--- config.mk ---
export PLATFORM = sky130hd
export DESIGN_NAME = pbs_supervisor
export DESIGN_NICKNAME = d
export VERILOG_FILES = /design/src/rtl/pbs_pkg.sv /design/src/rtl/pbs_supervisor.sv
export VERILOG_INCLUDE_DIRS = /design/src /design/src/rtl
export SDC_FILE = /design/constraint.sdc
export NUM_CORES = 1
export LEC_CHECK = 0
export BUFFER_PORTS_ARGS = -buffer_cell sky130_fd_sc_hd__buf_2
export CAP_MARGIN = 20
export CORE_MARGIN = 4
export CORE_UTILIZATION = 35
export DETAILED_ROUTE_END_ITERATION = 8
export PLACE_DENSITY = 0.53
export RECOVER_POWER = 50
export SYNTH_ARGS = -nofsm -noshare
export SYNTH_HDL_FRONTEND = slang
export SYNTH_SLANG_ARGS = --single-unit
export TNS_END_PERCENT = 30
--- constraint.sdc ---
create_clock -name clk_i -period 9.9 [get_ports clk_i]
set_input_delay 1.98 -clock clk_i [delete_from_list [all_inputs] [get_ports clk_i]]
set_output_delay 1.98 -clock clk_i [all_outputs]
set_load 0.01 [all_outputs]
--- src/rtl/pbs_cfg.svh ---
// Constants for the PID standby and burst pipe supervisor.
// Assumes 100 MHz clk_i; the header is included by its bare name.
//
// Overview of operation
// [RULE1] Display value is feedback times scale factor
// [RULE2] Restart error level register, default 5.0%
// [RULE3] Leave standby when error exceeds restart level
// [RULE4] Enter standby after speed low for delay
// [RULE5] Zero standby delay disables standby entry
// [RULE6] Source zero plus digital select uses preset
// [RULE7] Nonzero prime time starts timer on enable
// [RULE8] Timer expiry without threshold trips pressure low
// [RULE9] Threshold compare inverts in inverse PID mode
// [RULE10] Threshold met stops timer; disable clears it
`ifndef PBS_CFG_SVH
`define PBS_CFG_SVH
`define PBS_ADR_CTRL 8'h00
`define PBS_ADR_SCALE 8'h04
`define PBS_ADR_RESTART 8'h08
`define PBS_ADR_SBY_SPEED 8'h0C
`define PBS_ADR_SBY_DELAY 8'h10
`define PBS_ADR_PRESET 8'h14
`define PBS_ADR_PRIME 8'h18
`define PBS_ADR_BURST 8'h1C
`define PBS_ADR_REF_SRC 8'h20
`define PBS_ADR_MAX_SPEED 8'h24
`define PBS_ADR_STATUS 8'h28
`define PBS_ADR_DISPLAY 8'h2C
`define PBS_CTRL_PID_EN 0
`define PBS_CTRL_INVERSE 1
`define PBS_CTRL_TRIP_CLR 2
`define PBS_RST_SCALE 16'h03E8
`define PBS_RST_RESTART 16'h0032
`define PBS_RST_MAX_SPEED 16'h01F4
`define PBS_RST_ZERO 16'h0000
`define PBS_SCALE_MAX 16'hC350
`define PBS_PCT_MAX 16'h03E8
`define PBS_PRIME_MAX 16'h0258
`define PBS_FAULT_PRESSURE_LOW 8'h01
`define PBS_TICK_MS 100
`define PBS_CLK_MHZ 100
`define PBS_TENTHS_PER_S 16'h000A
`endif

--- src/rtl/pbs_pkg.sv ---
// Types for the PID standby and burst pipe supervisor.
// Assumes nothing beyond a SystemVerilog compiler.
package pbs_pkg;
    typedef enum logic [1:0]
    {
        PBS_IDLE = 2'b00,
        PBS_RUN = 2'b01,
        PBS_STANDBY = 2'b10,
        PBS_TRIP = 2'b11
    } pbs_state_t;
endpackage

--- src/rtl/pbs_supervisor.sv ---
// PID standby, set-point select, display scaling and burst pipe supervisor.
// Assumes speed, reference and feedback come from logic on clk_i; ref2_sel_i is a pin.
//
// Our own choices: the Wishbone slave port and the register offsets.
`timescale 1ns/1ps
`include "pbs_cfg.svh"
module pbs_supervisor #(
    parameter int TICK_CYCLES = `PBS_TICK_MS * 1000 * `PBS_CLK_MHZ
) (
    input wire logic clk_i,
    input wire logic rst_i,
    input wire logic wb_cyc_i,
    input wire logic wb_stb_i,
    input wire logic wb_we_i,
    input wire logic [7:0] wb_adr_i,
    input wire logic [3:0] wb_sel_i,
    input wire logic [31:0] wb_dat_i,
    output logic [31:0] wb_dat_o,
    output logic wb_ack_o,
    input wire logic [15:0] motor_speed_i,
    input wire logic [15:0] pid_ref_i,
    input wire logic [15:0] pid_fb_i,
    input wire logic ref2_sel_i,
    output logic [15:0] pid_ref_o,
    output logic [31:0] display_o,
    output logic standby_o,
    output logic pressure_low_trip_o,
    output logic [7:0] fault_code_o
);
    // Limits clamp writes so out-of-range software values cannot break the timers
    function automatic logic [15:0] clamp16(input logic [31:0] v, input logic [15:0] lim);
        clamp16 = (v[31:16] != 16'h0000 || v[15:0] > lim) ? lim : v[15:0];
    endfunction

    pbs_pkg::pbs_state_t state_ff, nxt_state;
    logic ack_ff, nxt_ack;
    logic [31:0] rdat_ff, nxt_rdat;
    logic pid_en_ff, nxt_pid_en, inverse_ff, nxt_inverse;
    logic [15:0] scale_ff, nxt_scale, restart_ff, nxt_restart, sby_speed_ff, nxt_sby_speed;
    logic [15:0] sby_delay_ff, nxt_sby_delay, preset_ff, nxt_preset, prime_ff, nxt_prime;
    logic [15:0] burst_ff, nxt_burst, max_speed_ff, nxt_max_speed;
    logic [3:0] ref_src_ff, nxt_ref_src;
    logic [31:0] tick_cnt_ff, nxt_tick_cnt;
    logic tick;
    logic [15:0] sby_cnt_ff, nxt_sby_cnt, prime_cnt_ff, nxt_prime_cnt;
    logic priming_ff, nxt_priming, standby_ff, nxt_standby, trip_ff, nxt_trip;
    logic sync1_ff, sync2_ff;
    logic [15:0] nxt_pid_ref;
    logic [31:0] nxt_display;
    logic [7:0] nxt_fault;
    logic wr, rd_req, thr_met, speed_low, restart_hit, trip_clr;
    logic [15:0] eff_thr;
    logic signed [16:0] err;

    always_comb
    begin
        rd_req = wb_cyc_i && wb_stb_i && !ack_ff;
        // Writes land on the edge where the master sees ack
        wr = wb_cyc_i && wb_stb_i && ack_ff && wb_we_i && (wb_sel_i != 4'h0);
        tick = (tick_cnt_ff == 32'(TICK_CYCLES - 1));
        nxt_tick_cnt = tick ? 32'h0 : tick_cnt_ff + 32'h1;
        nxt_ack = rd_req;
        nxt_pid_ref = (ref_src_ff == 4'h0 && sync2_ff) ? preset_ff : pid_ref_i; // [RULE6]
        nxt_display = 32'(pid_fb_i) * 32'(scale_ff); // [RULE1]
        eff_thr = (sby_speed_ff > max_speed_ff) ? max_speed_ff : sby_speed_ff;
        speed_low = motor_speed_i < eff_thr;
        thr_met = inverse_ff ? (pid_fb_i <= burst_ff) : (pid_fb_i >= burst_ff); // [RULE9]
        err = inverse_ff ? $signed({1'b0, pid_fb_i}) - $signed({1'b0, nxt_pid_ref})
                         : $signed({1'b0, nxt_pid_ref}) - $signed({1'b0, pid_fb_i});
        restart_hit = err > $signed({1'b0, restart_ff}); // [RULE3]
        nxt_pid_en = pid_en_ff;
        nxt_inverse = inverse_ff;
        nxt_scale = scale_ff;
        nxt_restart = restart_ff;
        nxt_sby_speed = sby_speed_ff;
        nxt_sby_delay = sby_delay_ff;
        nxt_preset = preset_ff;
        nxt_prime = prime_ff;
        nxt_burst = burst_ff;
        nxt_max_speed = max_speed_ff;
        nxt_ref_src = ref_src_ff;
        trip_clr = 1'b0;
        if (wr)
        begin
            case (wb_adr_i)
                `PBS_ADR_CTRL:
                begin
                    nxt_pid_en = wb_dat_i[`PBS_CTRL_PID_EN];
                    nxt_inverse = wb_dat_i[`PBS_CTRL_INVERSE];
                    trip_clr = wb_dat_i[`PBS_CTRL_TRIP_CLR];
                end
                `PBS_ADR_SCALE: nxt_scale = clamp16(wb_dat_i, `PBS_SCALE_MAX);
                `PBS_ADR_RESTART: nxt_restart = clamp16(wb_dat_i, `PBS_PCT_MAX); // [RULE2]
                `PBS_ADR_SBY_SPEED: nxt_sby_speed = wb_dat_i[15:0];
                `PBS_ADR_SBY_DELAY: nxt_sby_delay = wb_dat_i[15:0];
                `PBS_ADR_PRESET: nxt_preset = clamp16(wb_dat_i, `PBS_PCT_MAX);
                `PBS_ADR_PRIME: nxt_prime = clamp16(wb_dat_i, `PBS_PRIME_MAX);
                `PBS_ADR_BURST: nxt_burst = clamp16(wb_dat_i, `PBS_PCT_MAX);
                `PBS_ADR_REF_SRC: nxt_ref_src = wb_dat_i[3:0];
                `PBS_ADR_MAX_SPEED: nxt_max_speed = wb_dat_i[15:0];
                default: nxt_ref_src = ref_src_ff;
            endcase
        end
        nxt_rdat = 32'h0;
        if (rd_req && !wb_we_i)
        begin
            case (wb_adr_i)
                `PBS_ADR_CTRL: nxt_rdat = {30'h0, inverse_ff, pid_en_ff};
                `PBS_ADR_SCALE: nxt_rdat = {16'h0, scale_ff};
                `PBS_ADR_RESTART: nxt_rdat = {16'h0, restart_ff};
                `PBS_ADR_SBY_SPEED: nxt_rdat = {16'h0, sby_speed_ff};
                `PBS_ADR_SBY_DELAY: nxt_rdat = {16'h0, sby_delay_ff};
                `PBS_ADR_PRESET: nxt_rdat = {16'h0, preset_ff};
                `PBS_ADR_PRIME: nxt_rdat = {16'h0, prime_ff};
                `PBS_ADR_BURST: nxt_rdat = {16'h0, burst_ff};
                `PBS_ADR_REF_SRC: nxt_rdat = {28'h0, ref_src_ff};
                `PBS_ADR_MAX_SPEED: nxt_rdat = {16'h0, max_speed_ff};
                `PBS_ADR_STATUS: nxt_rdat = {16'h0, fault_code_o, 4'h0, priming_ff, state_ff, sync2_ff};
                `PBS_ADR_DISPLAY: nxt_rdat = display_o;
                default: nxt_rdat = 32'h0;
            endcase
        end
    end

    always_comb
    begin
        nxt_state = state_ff;
        nxt_sby_cnt = sby_cnt_ff;
        nxt_prime_cnt = prime_cnt_ff;
        nxt_priming = priming_ff;
        nxt_fault = fault_code_o;
        case (state_ff)
            pbs_pkg::PBS_IDLE:
            begin
                nxt_sby_cnt = 16'h0;
                if (pid_en_ff)
                begin
                    nxt_state = pbs_pkg::PBS_RUN;
                    nxt_prime_cnt = 16'(prime_ff * `PBS_TENTHS_PER_S); // [RULE7]
                    nxt_priming = prime_ff != 16'h0; // [RULE7]
                end
            end
            pbs_pkg::PBS_RUN:
            begin
                if (!pid_en_ff)
                begin
                    nxt_state = pbs_pkg::PBS_IDLE;
                    nxt_priming = 1'b0; // [RULE10]
                    nxt_prime_cnt = 16'h0; // [RULE10]
                end
                else if (priming_ff && thr_met)
                    nxt_priming = 1'b0; // [RULE10]
                else if (priming_ff && tick && prime_cnt_ff <= 16'h1)
                begin
                    nxt_state = pbs_pkg::PBS_TRIP; // [RULE8]
                    nxt_priming = 1'b0;
                    nxt_fault = `PBS_FAULT_PRESSURE_LOW; // [RULE8]
                end
                else if (priming_ff && tick)
                    nxt_prime_cnt = prime_cnt_ff - 16'h1;
                // Standby waits until priming is over so a slow prime cannot hide a burst pipe
                if (pid_en_ff && !priming_ff)
                begin
                    if (!speed_low || sby_delay_ff == 16'h0) // [RULE5]
                        nxt_sby_cnt = 16'h0;
                    else if (tick && sby_cnt_ff + 16'h1 >= sby_delay_ff)
                    begin
                        nxt_state = pbs_pkg::PBS_STANDBY; // [RULE4]
                        nxt_sby_cnt = 16'h0;
                    end
                    else if (tick)
                        nxt_sby_cnt = sby_cnt_ff + 16'h1; // [RULE4]
                end
            end
            pbs_pkg::PBS_STANDBY:
            begin
                if (!pid_en_ff)
                    nxt_state = pbs_pkg::PBS_IDLE;
                else if (restart_hit)
                    nxt_state = pbs_pkg::PBS_RUN; // [RULE3]
            end
            pbs_pkg::PBS_TRIP:
            begin
                if (trip_clr)
                begin
                    nxt_state = pbs_pkg::PBS_IDLE;
                    nxt_fault = 8'h00;
                end
            end
            default: nxt_state = pbs_pkg::PBS_IDLE;
        endcase
        nxt_standby = nxt_state == pbs_pkg::PBS_STANDBY;
        nxt_trip = nxt_state == pbs_pkg::PBS_TRIP;
    end

    always_ff @(posedge clk_i)
    begin
        if (rst_i)
        begin
            state_ff <= pbs_pkg::PBS_IDLE;
            ack_ff <= 1'b0;
            rdat_ff <= 32'h0;
            pid_en_ff <= 1'b0;
            inverse_ff <= 1'b0;
            scale_ff <= `PBS_RST_SCALE;
            restart_ff <= `PBS_RST_RESTART; // [RULE2]
            sby_speed_ff <= `PBS_RST_ZERO;
            sby_delay_ff <= `PBS_RST_ZERO;
            preset_ff <= `PBS_RST_ZERO;
            prime_ff <= `PBS_RST_ZERO;
            burst_ff <= `PBS_RST_ZERO;
            max_speed_ff <= `PBS_RST_MAX_SPEED;
            ref_src_ff <= 4'h0;
            tick_cnt_ff <= 32'h0;
            sby_cnt_ff <= 16'h0;
            prime_cnt_ff <= 16'h0;
            priming_ff <= 1'b0;
            sync1_ff <= 1'b0;
            sync2_ff <= 1'b0;
            standby_ff <= 1'b0;
            trip_ff <= 1'b0;
            pid_ref_o <= 16'h0;
            display_o <= 32'h0;
            fault_code_o <= 8'h00;
        end
        else
        begin
            state_ff <= nxt_state;
            ack_ff <= nxt_ack;
            rdat_ff <= nxt_rdat;
            pid_en_ff <= nxt_pid_en;
            inverse_ff <= nxt_inverse;
            scale_ff <= nxt_scale;
            restart_ff <= nxt_restart;
            sby_speed_ff <= nxt_sby_speed;
            sby_delay_ff <= nxt_sby_delay;
            preset_ff <= nxt_preset;
            prime_ff <= nxt_prime;
            burst_ff <= nxt_burst;
            max_speed_ff <= nxt_max_speed;
            ref_src_ff <= nxt_ref_src;
            tick_cnt_ff <= nxt_tick_cnt;
            sby_cnt_ff <= nxt_sby_cnt;
            prime_cnt_ff <= nxt_prime_cnt;
            priming_ff <= nxt_priming;
            // Digital input pin is asynchronous to clk_i
            sync1_ff <= ref2_sel_i;
            sync2_ff <= sync1_ff;
            standby_ff <= nxt_standby;
            trip_ff <= nxt_trip;
            pid_ref_o <= nxt_pid_ref;
            display_o <= nxt_display;
            fault_code_o <= nxt_fault;
        end
    end

    assign wb_ack_o = ack_ff;
    assign wb_dat_o = rdat_ff;
    assign standby_o = standby_ff;
    assign pressure_low_trip_o = trip_ff;
endmodule

==> flow_summary.toml, run 1 <==
[outcome]
violations = "max-capacitance violations, max-slew violations"
status = "finished with violations"

[routing]
dr.pass1.iters = 5
vias = 21100
viasPerCell = 5.35
drc = 0
routed_wl_um = 81500
wl_per_cell_um = 20.7
ant_nets = 0
dr.first_iter.drc_count = 1405

[setup_path]
critPathLaunchType = "primary input"
setup.worst_path.end = "display_o[30]"
endpoint_kind = "register"
worstReg2RegEnd = "pressure_low_trip_o"
crit_type = "primary input to register"
cp_slowest_stage_delay_ps = 550
r2r_setup_slack_ps = 2470
cp_slowest_cell = "fa_1"
worstPathArrival_ps = 8310
critPathBufInv = 4
critPathLaunch = "pid_fb_i[1]"
crit_chain = "buf_2 > nand2_1 > fa_1 > fa_1 > inv_1 > fa_1 > inv_1 > fa_1 > fa_1 > inv_1 > fa_1 > ha_1 > a211o_1 > a21oi_1 > o21ai_0 > a31oi_1 > o21ai_0 > o211ai_1 > a31oi_1 > mux2_2"
r2r-start = "ref_src_ff[3]"
cp_top_family = "adder cells"
path_depth = 20
ff2ff_path_depth = 23
critPathRequiredTime_ps = 10330
crit_top_cell = "fa_1"
cp_max_fo = 20

[yosys]
syn_area_um2 = 24300
synthDistinctLibCells = 89
synth_seq_cells = 287
ys.flop_type = "dfxtp_1"
ys_seq_area_share_pct = 23.7
ys_warn_count = 0
syn_avg_cell_area_um2 = 8.50
synthArstFlopShare_pct = 0
syn_inst = 2855
synth_enable_flop_cells = 0

[final_layout]
final_cell_area_um2 = 27200
drive_gt1_share_pct = 7.53
num-nets-final = 3510
fillers = 7058
area_growth_pct = 12.1
fin_util_pct = 39.6
finalNonFillerCells = 3938

[pwr]
power.share.switching_pct = 36.6
combinationalPowerShare_pct = 36.3
powerDensity_nw_per_um2 = 153
power_frac_seq_pct = 29.9
total_power_mw = 4.17
leakagePower_nw = 12.1
power.internal_mw = 2.65
switchingPower_mw = 1.53
clkPwrFrac_pct = 33.8
peakVddDrop_mv = 0.113

[timing]
grt_setup_unrepaired = "false"
setup_viol = 0
hold_violations = 0
slew_headroom_pct = -161
fin_crit_sh_pct = 79.6
holdWs_ps = 453
layout_min_cycle_time_ps = 7880
max_freq_mhz = 127
worst_slack_ps = 2020
drv_slew = 249
worst_slew_pin_slew_ps = 3920
fin_skew_ps = 35.2
fin_tns_setup_ps = 0

[clock_network]
postCtsSetupBuffers = 0
clk_pin_slew_ps = 60
cts-resized-gates = 0
ctsHoldBuffers = 0
clock_sinks = 287
clock_path_buffers = 3
numCtsBuffers = 38
cts.htree.levels = 2
clk_latency_ps = 570
cts_root_buffer = "clkbuf_16"
cts_tree = "done"

[grt]
grt_pass1_vias = 21400
grt_usage_pct = 21.8
grt.busiest_layer = "met2"
grt_max_degree = 80
grt_pass1_wl_um = 126000
grtUsageMet1_pct = 29.3
antenna_found_initial = 6
gr-usage-met3_pct = 3.69
grt_overflow = 0
met2_usage_pct = 35.7

[die]
io-pin-count = 189
die-area_um2 = 73700
fp.dieW_um = 271
start_util_pct = 35.3
rows = 96
fp.dieH_um = 271
core_area_um2 = 68700

[place]
dpl.hpwl_um = 62500
dp.cells = 3865
gp_congestion = 0.935
portBuffers = 181
dp_slack_ps = 1530
place_area_um2 = 26100

[min_path]
hold_start = "display_o[17]"
min_path_type = "register to register"

[flow_run]
maxCapViolations = 5
synth_stat cells, types with 49 or more instances:
| cell type | instances | share of area [%] |
|---|---|---|
| xor2_1 | 49 | 1.8 |
| nor2_1 | 227 | 3.5 |
| and2_1 | 147 | 3.8 |
| a21oi_1 | 119 | 2.5 |
| fa_1 | 197 | 16 |
| inv_1 | 357 | 5.5 |
| dfxtp_1 | 287 | 24 |
| nand3_1 | 54 | 1.1 |
| o21ai_0 | 82 | 1.7 |
| mux2i_1 | 66 | 2.7 |
| nor3_1 | 53 | 1.1 |
| ha_1 | 239 | 12 |
| nand2_1 | 306 | 4.7 |
| clkbuf_1 | 122 | 1.9 |
kinds of logic after synthesis:
logic type / share of synthesized area (%)
muxes: 2.86
DFF: 23.7
adders and majority gates: 28.6
buffers and inverters: 7.91
other: 0.0154
and+or+nand+nor: 19.1
AOI/OAI and AO/OA: 14.8
xor gates and xnor gates: 3.10
cells in the final DEF, fill, tap and decap left out, types with 10 or more instances in the layout:
cell         n
nor2_1     227
a221oi_1    23
o21ai_0     82
a211oi_1    33
o211ai_1    19
a21o_1      42
clkbuf_16   39
a21oi_1    119
dfxtp_1    287
a22oi_1     38
a222oi_1    13
xnor2_1     37
ha_1       239
and2_1     139
buf_2       96
fa_1       197
clkbuf_1    99
nand3_1     54
nor2b_1     21
nand4_1     28
xor2_1      49
nand2b_1    10
buf_4       30
nand3b_1    22
inv_1      357
nor3_1      49
a22o_1      20
a31oi_1     31
o21a_1      13
nor4_1      20
and3_1      21
mux2i_1     66
nand2_1    306
worst min-delay path by stage:
stage | end | slack [ps] | depth (start not counted)
final | wb_dat_o[17] | 450 | 1
after global routing | wb_dat_o[19] | 470 | 1
after CTS | wb_dat_o[18] | 450 | 1
after detailed placement | wb_dat_o[18] | 440 | 1
after global placement | wb_dat_o[17] | 430 | 1
after floorplan | sync2_ff | 410 | 1
power groups by stage:
| stage | Clock, mW | Sequential (mW) | Combinational (mW) |
|---|---|---|---|
| 5_1_grt | 1.49 | 1.25 | 1.74 |
| 2_1_floorplan | 0 | 1.26 | 1.10 |
| 3_5_place_dp | 0 | 1.27 | 1.52 |
| 6_report | 1.41 | 1.25 | 1.52 |
| 4_1_cts | 1.45 | 1.25 | 1.53 |
| 3_3_place_gp | 0 | 1.27 | 1.50 |
layer usage:
| metal | wire (µm) | part of all wire [%] |
|---|---|---|
| met1 | 35600 | 44 |
| met2 | 37300 | 46 |
| met3 | 5670 | 7.0 |
| met4 | 2960 | 3.6 |
| met5 | 13 | 0.016 |
final cells by class:
class | count | area (µm²) | share of cell area (%)
diodes | 4 | 10.0 | 0.0368
clock buffers | 53 | 1080 | 3.96
clock inverters | 14 | 173 | 0.634
inverters | 357 | 1340 | 4.92
multi-input cells | 2076 | 16700 | 61.2
flip-flops and latches | 287 | 5750 | 21.1
well taps | 931 | 1160 | 4.28
repair buffers | 216 | 1040 | 3.83
Power figures use the tool's default switching activity.
==> run 2, diff against run 1 <==
--- a/config.mk
+++ b/config.mk
@@ -6,6 +6,7 @@
 export SDC_FILE = /design/constraint.sdc
 export NUM_CORES = 1
 export LEC_CHECK = 0
+export ABC_AREA = 1
 export BUFFER_PORTS_ARGS = -buffer_cell sky130_fd_sc_hd__buf_2
 export CAP_MARGIN = 20
 export CORE_MARGIN = 4
==> constraint.sdc (replaced) <==
create_clock -name clk_i -period 7.3 [get_ports clk_i]
set_input_delay 1.46 -clock clk_i [delete_from_list [all_inputs] [get_ports clk_i]]
set_output_delay 1.46 -clock clk_i [all_outputs]
set_load 0.01 [all_outputs]
==> flow_summary.toml, run 2 <==
[min_path]
hold_end = "sync2_ff"
hold_start = "sync1_ff"
min_path_type = "register to register"
worstHoldPathCells = 2

[yosys]
synthArstFlopShare_pct = 0
ys_top_cells_by_count = "inv_1, nand2_1, dfxtp_1"
ys_warn_count = 0
yosys.area.top_type = "dfxtp_1"
ys_seq_area_share_pct = 22.9
synth_seq_cells = 287
synthDistinctLibCells = 69
ys.flop_type = "dfxtp_1"
synth_enable_flop_cells = 0
synthTopCellsByArea = "dfxtp_1, fa_1, ha_1"
syn_avg_cell_area_um2 = 7.29
post-synth-top-area-fraction_pct = 22.9
syn_area_um2 = 25100
post-synth-top-count-cell = "inv_1"
syn_inst = 3440

[grt]
grt_pass1_vias = 21600
grt_usage_pct = 22.4
grt_max_degree = 79
grt_pass1_wl_um = 130000
antenna_found_initial = 4
grt_overflow = 0

[die]
start_util_pct = 35.6
io-pin-count = 189
die-area_um2 = 76000
fp.dieW_um = 276
fp.dieH_um = 276
rows = 97
core_area_um2 = 70500

[clock_network]
cts.htree.levels = 2
cts_tree = "done"
numCtsBuffers = 38
clk_pin_slew_ps = 60
clock_sinks = 287
clk_latency_ps = 580
postCtsSetupBuffers = 0
cts-resized-gates = 0
cts_root_buffer = "clkbuf_16"
ctsHoldBuffers = 0
clock_path_buffers = 3

[setup_path]
r2r_setup_slack_ps = 970
cp_slowest_stage_delay_ps = 540
cp_max_fo = 17
cp_slowest_cell = "fa_1"
crit_top_cell = "fa_1"
crit_chain = "buf_2 > nand2_1 > fa_1 > inv_1 > fa_1 > inv_1 > fa_1 > inv_1 > fa_1 > inv_1 > fa_1 > inv_1 > fa_1 > ha_1 > nand4_1 > nor3_1 > a21oi_1 > o21a_1 > o31ai_1 > a21oi_1 > o21a_1"
ff2ff_path_depth = 18
r2r-start = "scale_ff[12]"
critPathRequiredTime_ps = 7750
endpoint_kind = "register"
critPathLaunchType = "primary input"
worstReg2RegEnd = "display_o[23]"
worstPathArrival_ps = 7060
crit_type = "primary input to register"

[routing]
dr.first_iter.drc_count = 1825
viasPerCell = 5.02
routed_wl_um = 86300
ant_nets = 0
vias = 22800
dr.pass1.iters = 6
drc = 0
wl_per_cell_um = 19.0

[place]
gp_congestion = 0.966
dpl.hpwl_um = 69000
dp.cells = 4477
portBuffers = 181

[timing]
hold_violations = 0
fin_skew_ps = 32.7
max_freq_mhz = 151
worst_slew_pin_slew_ps = 3520
drv_slew = 165
fin_tns_setup_ps = 0
layout_min_cycle_time_ps = 6610
slew_headroom_pct = -135
grt_setup_unrepaired = "false"
fin_crit_sh_pct = 90.6
setup_viol = 0

[outcome]
violations = "max-capacitance violations, max-slew violations"
status = "finished with violations"

[pwr]
peakVddDrop_mv = 0.170
total_power_mw = 5.95
powerDensity_nw_per_um2 = 211
leakagePower_nw = 14.0

[final_layout]
area_growth_pct = 12.2
num-nets-final = 4111
drive_gt1_share_pct = 8.26
layout_commonest_cell = "inv_1"
final_cell_mix = "inv_1, nand2_1, dfxtp_1"
finalNonFillerCells = 4547
fin_util_pct = 39.9

[flow_run]
maxCapViolations = 3
==> run 2: cell types whose count changed in the layout (fill, tap and decap cells not counted), moves of 34 or more <==
| cell | change |
|---|---|
| inv_1 | +357 |
| a21o_1 | -38 |
| nand2_1 | +320 |
| o21ai_0 | +127 |
| a22oi_1 | -36 |
| a21oi_1 | +152 |
| o22ai_1 | +34 |
| mux2i_1 | -64 |
| and2_1 | -139 |
==> run 2: worst max-delay path, delay by kind of cell <==
family                   cells  cell delay [ps]
adder cells (fa/ha/maj)      7             3470
buffers and inverters        6              660
AND/OR/NAND/NOR              3              510
AO/OA/AOI/OAI                5              950
==> run 2: worst max path at each step <==
stage	startpoint	endpoint	slack, ps	cells past startpoint
after floorplan	pid_fb_i[4]	display_o[29]	450	22
after global placement	pid_fb_i[9]	display_o[31]	260	21
after detailed placement	pid_fb_i[14]	display_o[31]	210	21
after CTS	pid_fb_i[9]	display_o[31]	770	21
after global routing	pid_fb_i[8]	display_o[31]	270	22
final	pid_fb_i[9]	display_o[23]	690	21
==> run 2: cell type report <==
cell class	instances	area (µm²)
Fill cell	7494	42400
Multi-Input combinational cell	2282	16000
Sequential cell	287	5750
Inverter	733	2750
Timing Repair Buffer	235	1180
Tap cell	940	1180
Clock buffer	53	1130
Clock inverter	16	168
Antenna cell	1	2.50
==> run 2: cell families (layout without fill, tap and decap cells) <==
kind of cell,after synthesis,count (layout),synth area share (%)
AND/OR/NAND/NOR,1122,1122,19.2
multiplexers,2,2,0.0798
XOR/XNOR,40,40,1.40
flip-flops,287,287,22.9
buffers and inverters,877,1037,13.4
adder cells (fa/ha/maj),436,436,27.6
other,1,8,0.0149
AO/OA/AOI/OAI,675,675,15.4
==> run 2: per-layer routing <==
layer	GRT usage (%)	part of all wire, %
met4	6.69	3.1
met3	4.92	8.8
met2	34.1	43
met1	31.8	45
met5	0	0
==> run 2: report_power, final <==
part,total (mW),leakage (nW),switching (mW),internal [mW]
sequential,1.72,2.32,0.0875,1.63
clock,1.96,0.636,0.804,1.16
combinational,2.27,11.1,1.44,0.832
==> run 2: stage by stage <==
step           cell area (µm²)  hold slack [ps]  setup WS, ps
5_1_grt                  28100              436           270
3_3_place_gp             27000              406           258
4_1_cts                  28300              414           772
2_1_floorplan            25100              388           452
6_report                 28200              411           689
3_5_place_dp             27000              413           213
